`config.mk`:
```
export PLATFORM = sky130hd
export DESIGN_NAME = isr_host_flat
export DESIGN_NICKNAME = d
export VERILOG_FILES = /design/src/common/isr_pkg.sv /design/src/common/isr_link_if.sv /design/src/rtl/isr_host.sv /design/src/flat_wrapper.sv
export SDC_FILE = /design/constraint.sdc
export NUM_CORES = 1
export LEC_CHECK = 0
export ABC_CLOCK_PERIOD_IN_PS = 3210
export BUFFER_PORTS_ARGS = -buffer_cell sky130_fd_sc_hd__buf_2
export CAP_MARGIN = 0
export CORE_MARGIN = 4
export CORE_UTILIZATION = 25
export CTS_CLUSTER_DIAMETER = 150
export DETAILED_ROUTE_END_ITERATION = 8
export GPL_TIMING_DRIVEN = 0
export PLACE_DENSITY_LB_ADDON = 0.15
export SYNTH_ARGS = -nofsm -noshare
export SYNTH_HDL_FRONTEND = slang
export SYNTH_SLANG_ARGS = --single-unit
```
`constraint.sdc`:
```
create_clock -name clk_sys -period 3.21 [get_ports clk_sys]
set_clock_uncertainty 0.15 [all_clocks]
set_input_delay 0.642 -clock clk_sys [delete_from_list [all_inputs] [get_ports clk_sys]]
set_output_delay 0.642 -clock clk_sys [all_outputs]
set_load 0.005 [all_outputs]
```
`src/common/isr_pkg.sv`:
```
// constants shared by both ends of the isolated serial relay
// assumes a single system clock of 125 MHz on both ends
package isr_pkg;
   // ****************************************
   // clock and timing figures
   // ****************************************
   localparam int CLK_NS = 8;
   localparam int FAST_MAX_NS = 14;
   localparam int GLITCH_NS = 10;
   localparam int SEL_SETUP_NS = 10;
   localparam int EXCH_HALF_NS = 1250;
   localparam int DELIVER_NS = 100;
   localparam int REFRESH_NS = 1200;
   localparam int WATCHDOG_NS = 5000;
   localparam int SLOW_MIN_NS = 2500;
   // least times round up, longest times round down
   localparam int FAST_MAX_CYC = FAST_MAX_NS / CLK_NS;
   localparam int GLITCH_CYC = (GLITCH_NS + CLK_NS - 1) / CLK_NS;
   localparam int SEL_SETUP_CYC = (SEL_SETUP_NS + CLK_NS - 1) / CLK_NS;
   localparam int EXCH_HALF_CYC = EXCH_HALF_NS / CLK_NS;
   localparam int DELIVER_CYC = DELIVER_NS / CLK_NS;
   localparam int REFRESH_CYC = (REFRESH_NS + CLK_NS - 1) / CLK_NS;
   localparam int WATCHDOG_CYC = (WATCHDOG_NS + CLK_NS - 1) / CLK_NS;
   localparam int SLOW_MIN_CYC = (2 * SLOW_MIN_NS + CLK_NS - 1) / CLK_NS;
   // ****************************************
   // fast channel indices and host defaults
   // ****************************************
   localparam int CH_CLK = 0;
   localparam int CH_DATA = 1;
   localparam int CH_SEL = 2;
   localparam int CH_RET = 3;
   localparam int NUM_CH = 4;
   localparam int WORD_W = 8;
   localparam int FIFO_DEPTH = 8;
   localparam int SCK_HALF_CYC = 8;
   localparam logic SEL_IDLE = 1'b1;
   typedef enum logic [1:0] {
      ISR_IDLE = 2'b00,
      ISR_SETUP = 2'b01,
      ISR_SHIFT = 2'b11,
      ISR_DRAIN = 2'b10
   } isr_host_state_t;
endpackage

```
`src/common/isr_link_if.sv`:
```
// host-side pins of the isolated relay, joining host controller and relay
// assumes both parties sample these through their own synchronisers
`timescale 1ns/1ps
interface isr_link_if;
   logic host_clk;
   logic host_data_out;
   logic host_select_in_n;
   logic host_data_return;
   logic delayed_return_clock;
   logic slow_input_a;
   logic slow_output_b;
   logic slow_output_b_en;
   modport dev (
      input host_clk,
      input host_data_out,
      input host_select_in_n,
      input slow_input_a,
      output host_data_return,
      output delayed_return_clock,
      output slow_output_b,
      output slow_output_b_en
   );
   modport host (
      output host_clk,
      output host_data_out,
      output host_select_in_n,
      output slow_input_a,
      input host_data_return,
      input delayed_return_clock,
      input slow_output_b,
      input slow_output_b_en
   );
endinterface

```
`src/rtl/isr_host.sv`:
```
// host controller end: drives the relay's host pins, captures return data
// assumes clk_sys is the host clock and the relay sits on the link interface
`timescale 1ns/1ps
module isr_fifo #(
   parameter int WIDTH = isr_pkg::WORD_W,
   parameter int DEPTH = isr_pkg::FIFO_DEPTH
) (
   input wire logic clk_sys,
   input wire logic rst,
   input wire logic in_valid,
   output logic in_ready,
   input wire logic [WIDTH-1:0] in_data,
   output logic out_valid,
   input wire logic out_ready,
   output logic [WIDTH-1:0] out_data
);
   localparam int AW = $clog2(DEPTH);
   localparam logic [AW:0] FULL = (AW + 1)'(DEPTH);
   logic [WIDTH-1:0] mem [DEPTH];
   logic [AW-1:0] wr_reg, rd_reg;
   logic [AW:0] cnt_reg;
   wire push = in_valid && in_ready;
   wire pop = out_valid && out_ready;
   assign in_ready = (cnt_reg != FULL);
   assign out_valid = (cnt_reg != '0);
   assign out_data = mem[rd_reg];
   // storage written without reset
   always_ff @(posedge clk_sys) begin
      if (push) mem[wr_reg] <= in_data;
   end
   // pointers wrap at depth
   always_ff @(posedge clk_sys or posedge rst) begin
      if (rst) begin
         wr_reg <= '0;
         rd_reg <= '0;
         cnt_reg <= '0;
      end else begin
         if (push) wr_reg <= (wr_reg == AW'(DEPTH - 1)) ? '0 : wr_reg + 1'b1;
         if (pop) rd_reg <= (rd_reg == AW'(DEPTH - 1)) ? '0 : rd_reg + 1'b1;
         cnt_reg <= cnt_reg + (push ? 1'b1 : 1'b0) - (pop ? 1'b1 : 1'b0);
      end
   end
endmodule // isr_fifo

module isr_host #(
   parameter int HALF = isr_pkg::SCK_HALF_CYC,
   parameter int SLOW_MIN = isr_pkg::SLOW_MIN_CYC
) (
   input wire logic clk_sys,
   input wire logic rst,
   isr_link_if.host link,
   input wire logic tx_valid,
   output logic tx_ready,
   input wire logic [isr_pkg::WORD_W-1:0] tx_data,
   output logic rx_valid,
   input wire logic rx_ready,
   output logic [isr_pkg::WORD_W-1:0] rx_data,
   input wire logic slow_a_req,
   output logic slow_b_level,
   output logic slow_b_valid
);
   localparam int W = isr_pkg::WORD_W;
   localparam logic [7:0] HALF_L = 8'(HALF - 1);
   localparam logic [7:0] SETUP_L = 8'(isr_pkg::SEL_SETUP_CYC);
   localparam logic [3:0] BITS = 4'(W);
   localparam logic [15:0] SLOW_L = 16'(SLOW_MIN);
   isr_pkg::isr_host_state_t st_reg, st_next;
   logic [7:0] tm_reg;
   logic [3:0] edge_reg, cap_reg;
   logic [W-1:0] sh_reg, rxs_reg;
   logic sck_reg, sel_reg, push_reg;
   logic d1_reg, d2_reg, d3_reg, r1_reg, r2_reg, b1_reg, b2_reg, e1_reg, e2_reg;
   logic sa_reg;
   logic [15:0] hold_reg;
   wire fifo_ready;
   // no new word while the last captured word is still on its way into the buffer
   wire room = fifo_ready && !push_reg;
   wire tm_done = (tm_reg == '0);
   wire delayed_return_clock_rise = d2_reg && !d3_reg;
   wire all_sent = (edge_reg == BITS);
   wire all_cap = (cap_reg == BITS);
   assign tx_ready = (st_reg == isr_pkg::ISR_IDLE) && room;

   // ****************************************
   // transfer state machine
   // ****************************************
   always_comb begin
      st_next = st_reg;
      case (st_reg)
         isr_pkg::ISR_IDLE: if (tx_valid && room) st_next = isr_pkg::ISR_SETUP;
         isr_pkg::ISR_SETUP: if (tm_done) st_next = isr_pkg::ISR_SHIFT;
         isr_pkg::ISR_SHIFT: if (tm_done && sck_reg && all_sent) st_next = isr_pkg::ISR_DRAIN;
         isr_pkg::ISR_DRAIN: if (all_cap) st_next = isr_pkg::ISR_IDLE;
         default: st_next = isr_pkg::ISR_IDLE;
      endcase
   end

   // ****************************************
   // clock divider and shifter
   // ****************************************
   always_ff @(posedge clk_sys or posedge rst) begin
      if (rst) begin
         st_reg <= isr_pkg::ISR_IDLE;
         tm_reg <= '0;
         sck_reg <= 1'b0;
         sel_reg <= isr_pkg::SEL_IDLE;
         sh_reg <= '0;
         edge_reg <= '0;
      end else begin
         st_reg <= st_next;
         tm_reg <= tm_done ? '0 : tm_reg - 8'h01;
         if (st_reg == isr_pkg::ISR_IDLE && st_next == isr_pkg::ISR_SETUP) begin
            sel_reg <= 1'b0;
            sh_reg <= tx_data;
            edge_reg <= '0;
            tm_reg <= (HALF_L > SETUP_L) ? HALF_L : SETUP_L;
         end else if (st_reg == isr_pkg::ISR_SHIFT && tm_done) begin
            tm_reg <= HALF_L;
            sck_reg <= !sck_reg;
            if (sck_reg) sh_reg <= {sh_reg[W-2:0], 1'b0};
            else edge_reg <= edge_reg + 4'h1;
         end
         if (st_reg == isr_pkg::ISR_DRAIN && all_cap) sel_reg <= isr_pkg::SEL_IDLE;
         if (st_next == isr_pkg::ISR_DRAIN) sck_reg <= 1'b0;
      end
   end

   // ****************************************
   // secondary receive buffer on delayed clock
   // ****************************************
   always_ff @(posedge clk_sys or posedge rst) begin
      if (rst) begin
         d1_reg <= 1'b0;
         d2_reg <= 1'b0;
         d3_reg <= 1'b0;
         r1_reg <= 1'b0;
         r2_reg <= 1'b0;
         rxs_reg <= '0;
         cap_reg <= '0;
         push_reg <= 1'b0;
      end else begin
         d1_reg <= link.delayed_return_clock;
         d2_reg <= d1_reg;
         d3_reg <= d2_reg;
         r1_reg <= link.host_data_return;
         r2_reg <= r1_reg;
         push_reg <= (st_reg == isr_pkg::ISR_DRAIN) && all_cap;
         if (st_reg == isr_pkg::ISR_SETUP) cap_reg <= '0;
         else if (delayed_return_clock_rise && !sel_reg && !all_cap) begin
            rxs_reg <= {rxs_reg[W-2:0], r2_reg};
            cap_reg <= cap_reg + 4'h1;
         end
      end
   end

   isr_fifo #(.WIDTH(W), .DEPTH(isr_pkg::FIFO_DEPTH)) isr_fifo_inst (
      .clk_sys(clk_sys),
      .rst(rst),
      .in_valid(push_reg),
      .in_ready(fifo_ready),
      .in_data(rxs_reg),
      .out_valid(rx_valid),
      .out_ready(rx_ready),
      .out_data(rx_data)
   );

   // ****************************************
   // slow channels
   // ****************************************
   always_ff @(posedge clk_sys or posedge rst) begin
      if (rst) begin
         sa_reg <= 1'b0;
         hold_reg <= '0;
         b1_reg <= 1'b0;
         b2_reg <= 1'b0;
         e1_reg <= 1'b0;
         e2_reg <= 1'b0;
      end else begin
         b1_reg <= link.slow_output_b;
         b2_reg <= b1_reg;
         e1_reg <= link.slow_output_b_en;
         e2_reg <= e1_reg;
         // hold each slow level long enough
         if (hold_reg != '0) hold_reg <= hold_reg - 16'h0001;
         else if (slow_a_req != sa_reg) begin
            sa_reg <= slow_a_req;
            hold_reg <= SLOW_L;
         end
      end
   end
   assign link.host_select_in_n = sel_reg;
   assign link.host_clk = sck_reg;
   assign link.host_data_out = sh_reg[W-1];
   assign link.slow_input_a = sa_reg;
   assign slow_b_level = b2_reg;
   assign slow_b_valid = e2_reg;
endmodule // isr_host

```
`src/flat_wrapper.sv`:
```
// flat-port wrapper written by rule: the top's interface ports become plain ports
module isr_host_flat 
#(
   parameter int HALF = isr_pkg::SCK_HALF_CYC,
   parameter int SLOW_MIN = isr_pkg::SLOW_MIN_CYC
)
  (clk_sys, rst, tx_valid, tx_ready, tx_data, rx_valid, rx_ready, rx_data, slow_a_req, slow_b_level, slow_b_valid, link_host_clk, link_host_data_out, link_host_select_in_n, link_slow_input_a, link_host_data_return, link_delayed_return_clock, link_slow_output_b, link_slow_output_b_en);
  isr_link_if link_i ();
  input wire logic clk_sys;
  input wire logic rst;
  input wire logic tx_valid;
  output logic tx_ready;
  input wire logic [isr_pkg::WORD_W-1:0] tx_data;
  output logic rx_valid;
  input wire logic rx_ready;
  output logic [isr_pkg::WORD_W-1:0] rx_data;
  input wire logic slow_a_req;
  output logic slow_b_level;
  output logic slow_b_valid;
  output wire logic [$bits(link_i.host_clk)-1:0] link_host_clk;
  output wire logic [$bits(link_i.host_data_out)-1:0] link_host_data_out;
  output wire logic [$bits(link_i.host_select_in_n)-1:0] link_host_select_in_n;
  output wire logic [$bits(link_i.slow_input_a)-1:0] link_slow_input_a;
  input wire logic [$bits(link_i.host_data_return)-1:0] link_host_data_return;
  input wire logic [$bits(link_i.delayed_return_clock)-1:0] link_delayed_return_clock;
  input wire logic [$bits(link_i.slow_output_b)-1:0] link_slow_output_b;
  input wire logic [$bits(link_i.slow_output_b_en)-1:0] link_slow_output_b_en;
  assign link_host_clk = link_i.host_clk;
  assign link_host_data_out = link_i.host_data_out;
  assign link_host_select_in_n = link_i.host_select_in_n;
  assign link_slow_input_a = link_i.slow_input_a;
  assign link_i.host_data_return = link_host_data_return;
  assign link_i.delayed_return_clock = link_delayed_return_clock;
  assign link_i.slow_output_b = link_slow_output_b;
  assign link_i.slow_output_b_en = link_slow_output_b_en;
  isr_host #(.HALF(HALF), .SLOW_MIN(SLOW_MIN)) u_core (.clk_sys(clk_sys), .rst(rst), .link(link_i), .tx_valid(tx_valid), .tx_ready(tx_ready), .tx_data(tx_data), .rx_valid(rx_valid), .rx_ready(rx_ready), .rx_data(rx_data), .slow_a_req(slow_a_req), .slow_b_level(slow_b_level), .slow_b_valid(slow_b_valid));
endmodule
```
==> flow_results.org <==
** Drt
- Via count of the routed design :: 3,332
- Post-detailed-route count of antenna-violating nets :: 0
- The detailed router finished its first iteration with 151 violations.
- In the routed design, unresolved DRC markers number 0.
- The pre-antenna-repair detailed-routing pass consisted of 6 iterations.
- Routed wire per std cell :: 14.8 µm
- After detailed routing, the wire length on met1 is 5460 µm.
- Summed over all layers, the routed wires come to 11,700 µm.
- Using the TritonRoute via totals, the vias-per-cell ratio works out to 4.21.
- Met2 WL post-DR :: 5670 µm
- The highest metal layer carrying signal wires in the routed design is met4.
- Detailed routing placed a total of 351 µm of wire on met3.

** Critical path
- CP cell instances :: clkbuf_2 > clkbuf_2 > mux4_2 > mux2_2 > buf_2
- On the critical path, the stage with the largest delay is an instance of clkbuf_2.
- The worst register-to-register path ends at u_core.isr_fifo_inst.cnt_reg[2].
- Number of buffer and inverter instances along the worst setup path :: 3
- Of all nets on the critical path, the largest fanout is 10.
- Path type of the worst setup path :: register to output port
- Logic depth of the worst register-to-register path :: 9
- CP top delay family :: buffers and inverters
- The startpoint identified for the worst register-to-register timing path is u_core.isr_fifo_inst.cnt_reg[1].
- WP data arrival :: 2220 ps
- Setup crit end kind :: output port
- STA classifies the critical path startpoint as a register.
- The worst register-to-register path has a setup slack of 800 ps.
- Cell mode on critical path :: clkbuf_2
- The largest single stage delay on the critical path is 380 ps.
- Data required time at the worst endpoint :: 2420 ps

** Synth
- After synthesis the netlist holds a flip-flop and latch count of 137.
- Yosys mapped a number of flops with a built-in enable equal to 64.
- In the synthesized netlist the dominant register cell turns out to be dfrtp_1.
- Cell type contributing the most total cell area after synthesis :: edfxtp_1
- In the synthesized netlist the async set-or-reset flop fraction comes to 53.3%.
- Post-Syn Area :: 5840 µm²
- Synthesized instance count :: 409
- The commonest cells after synthesis are dfrtp_1, edfxtp_1, nand2_1.
- Most used standard cell by instance count after synthesis :: dfrtp_1
- Yosys top cell area share :: 32.9%
- Summing the sequential cell areas from Yosys gives 64.2% of the chip area.
- Ys Warns :: 0
- The synthesized netlist contains 50 unique library cells.
- Largest cells by area after synthesis :: edfxtp_1, dfrtp_1, mux4_2
- Post-Synthesis Net Count :: 444
- Each instance of the synthesized netlist takes up on average 14.3 µm².

** Placement
- Detailed placer's ending HPWL :: 7600 µm
- At the end of routability-driven placement, the weighted congestion stood at 0.696.
- Number of port buffers :: 32
- Placement Cell Area :: 6470 µm²

** Cells and area
- Number of flip-flops in the largest register :: 64
- Post-layout nets :: 500
- The filler cells instantiated in the layout total 2,274.
- In the final layout, the share of cells above drive strength 1 is 26.6%.
- Final antenna diode count :: 0
- Final standard cell area without fillers :: 7090 µm²
- Compared with the post-synthesis result, the final layout area differs by 21.4%.

** Die
- Die ar. :: 25,900 µm²
- Die width :: 161 µm
- Core Rows :: 55
- Die Ht :: 161 µm
- Core ar. :: 22,800 µm²
- Once the floorplan was initialized, standard cells occupied 25.6% of the core.
- In this run the count of I/O pins placed on the die edge is 33.

** Global route
- The first global-routing pass estimated 19,600 µm of wire.
- Vias in the first global route :: 3,628
- Maximum number of pins on one net before global-route repair :: 38
- The total overflow left after global routing is 0.
- Global routing consumed, over all layers together, 9.81% of the routing resources.
- The initial antenna violation count was 0.

** STA
- Unrepaired setup endpoints after global routing :: false
- Pin slew with the least headroom to its limit :: 1010 ps
- Achievable Freq :: 332 MHz
- The worst path uses 93.8% of the clock period.
- Final critical-path required period :: 3010 ps
- The hold violation total from the final report came to 0.
- Setup total negative slack on the finished layout was measured at 0 ps.
- The max-slew violation count was 0.
- Final hold analysis gives a worst-case slack of 95.5 ps.
- Relative slew slack :: 32.5%
- Setup violations remaining at the end of the flow were counted as 0.

** Clock tree
- Buffers inserted to repair hold after CTS numbered 0.
- For the worst-skew pair, the clock arrives at the later sink with an insertion delay of 420 ps.
- No sink is reached through more buffers than the 2 on the longest clock path.
- Clock tree from TritonCTS :: built
- Counting the buffers created by CTS gives 17.
- After clock tree synthesis, the clock-pin slew on the worst setup and hold paths is 70 ps.
- Number of sinks handled by clock tree synthesis :: 137
- The clock tree synthesis step divided the H-tree into 4 levels.
- Clock Root Buffer :: clkbuf_16

** Worst hold path
- The path class of the tightest hold or removal check is input port to async pin.

** Power
- Ratio of total power to cell area :: 884 nW/µm²
- The analysis attributes to cell leakage a power of 2.85 nW.
- Across the VDD grid, the largest voltage drop is 363 µV.

** Run status
- The run finished with clean final reports.

** Run
- Max-cap violations in this run came to 0.
## per-layer routing
layer	up-vias	GRT usage (%)
li1	1619	-
met1	1644	12.0
met2	52	16.2
met3	17	2.72
met4	0	4.46
met5	-	0
## cells in the final DEF (no fill, tap or decap), types with 3 or more instances in the layout
| cell | Yosys | layout |
|---|---|---|
| dfrtp_1 | 72 | 72 |
| nor3_1 | 13 | 9 |
| inv_6 | 0 | 7 |
| xor2_1 | 13 | 13 |
| xnor2_1 | 7 | 7 |
| mux2i_1 | 12 | 12 |
| a211oi_1 | 4 | 4 |
| nand3_1 | 5 | 5 |
| inv_8 | 0 | 3 |
| buf_2 | 6 | 36 |
| o21ai_0 | 15 | 15 |
| buf_4 | 1 | 5 |
| mux2_2 | 18 | 18 |
| nor3_2 | 0 | 4 |
| mux4_2 | 16 | 16 |
| clkbuf_16 | 0 | 17 |
| buf_6 | 1 | 3 |
| nor2_1 | 27 | 27 |
| nand2b_1 | 6 | 6 |
| a21o_1 | 4 | 4 |
| nand2_1 | 33 | 33 |
| nor4_1 | 8 | 7 |
| clkbuf_1 | 6 | 4 |
| ha_1 | 17 | 17 |
| a21oi_1 | 5 | 5 |
| nor3b_1 | 4 | 4 |
| nand4_1 | 3 | 3 |
| inv_1 | 19 | 18 |
| edfxtp_1 | 64 | 64 |
## how the worst max path moves through the flow
stage                                               from                  to  slack, ps  depth (start not counted)
final                     u_core.isr_fifo_inst.rd_reg[1]          rx_data[0]        200                          5
after CTS                 u_core.isr_fifo_inst.rd_reg[0]          rx_data[0]         70                          5
after detailed placement  u_core.isr_fifo_inst.rd_reg[1]          rx_data[0]         50                          5
after global routing      u_core.isr_fifo_inst.rd_reg[1]          rx_data[0]         70                          5
after floorplan                                      rst       u_core.b1_reg        570                          1
after global placement                               rst  u_core.edge_reg[2]       -630                          2
## power by group
part	leakage (nW)	switching, mW	total (mW)	internal (mW)
clock network	0.296	0.845	2.02	1.18
logic	1.10	0.745	1.53	0.787
registers	1.46	0.389	2.71	2.32
## kinds of logic after synthesis
logic type	after synthesis	share of synthesized area, %
flip-flops	137	64.2
AND/OR/NAND/NOR	120	11.0
multiplexers	46	11.7
AO/OA/AOI/OAI	34	3.62
buffers and inverters	34	2.51
XOR/XNOR	20	3.00
adder cells (fa/ha/maj)	18	3.99
## cell type report
type / instances / area [µm²] / share of cell area (%)
Tap cell: 313 / 392 / 5.52
Timing Repair Buffer: 37 / 214 / 3.02
Clock buffer: 17 / 425 / 6.00
Multi-Input combinational cell: 238 / 1970 / 27.8
Clock inverter: 15 / 180 / 2.54
Inverter: 19 / 73.8 / 1.04
Sequential cell: 137 / 3750 / 52.9
Buffer: 15 / 86.3 / 1.22
## per-stage QoR
| stage | power (mW) | std cells | utilization [%] | setup slack [ps] |
|---|---|---|---|---|
| floorplan | 3.80 | 409 | - | 566 |
| finish | 6.27 | 791 | 31.1 | 199 |
| detailed placement | 4.31 | 759 | 28.4 | 52.8 |
| CTS | 6.38 | 791 | 31.1 | 70.6 |
| global route | 6.71 | 791 | 31.1 | 68.8 |
| global placement | 4.25 | 754 | 28.1 | -627 |
## what timing repair did
action,CTS,global route
setup endpoints to repair,8,1
buffers inserted,0,0
gates resized for setup,4,1
No activity file was read; power rests on OpenSTA's default activity.
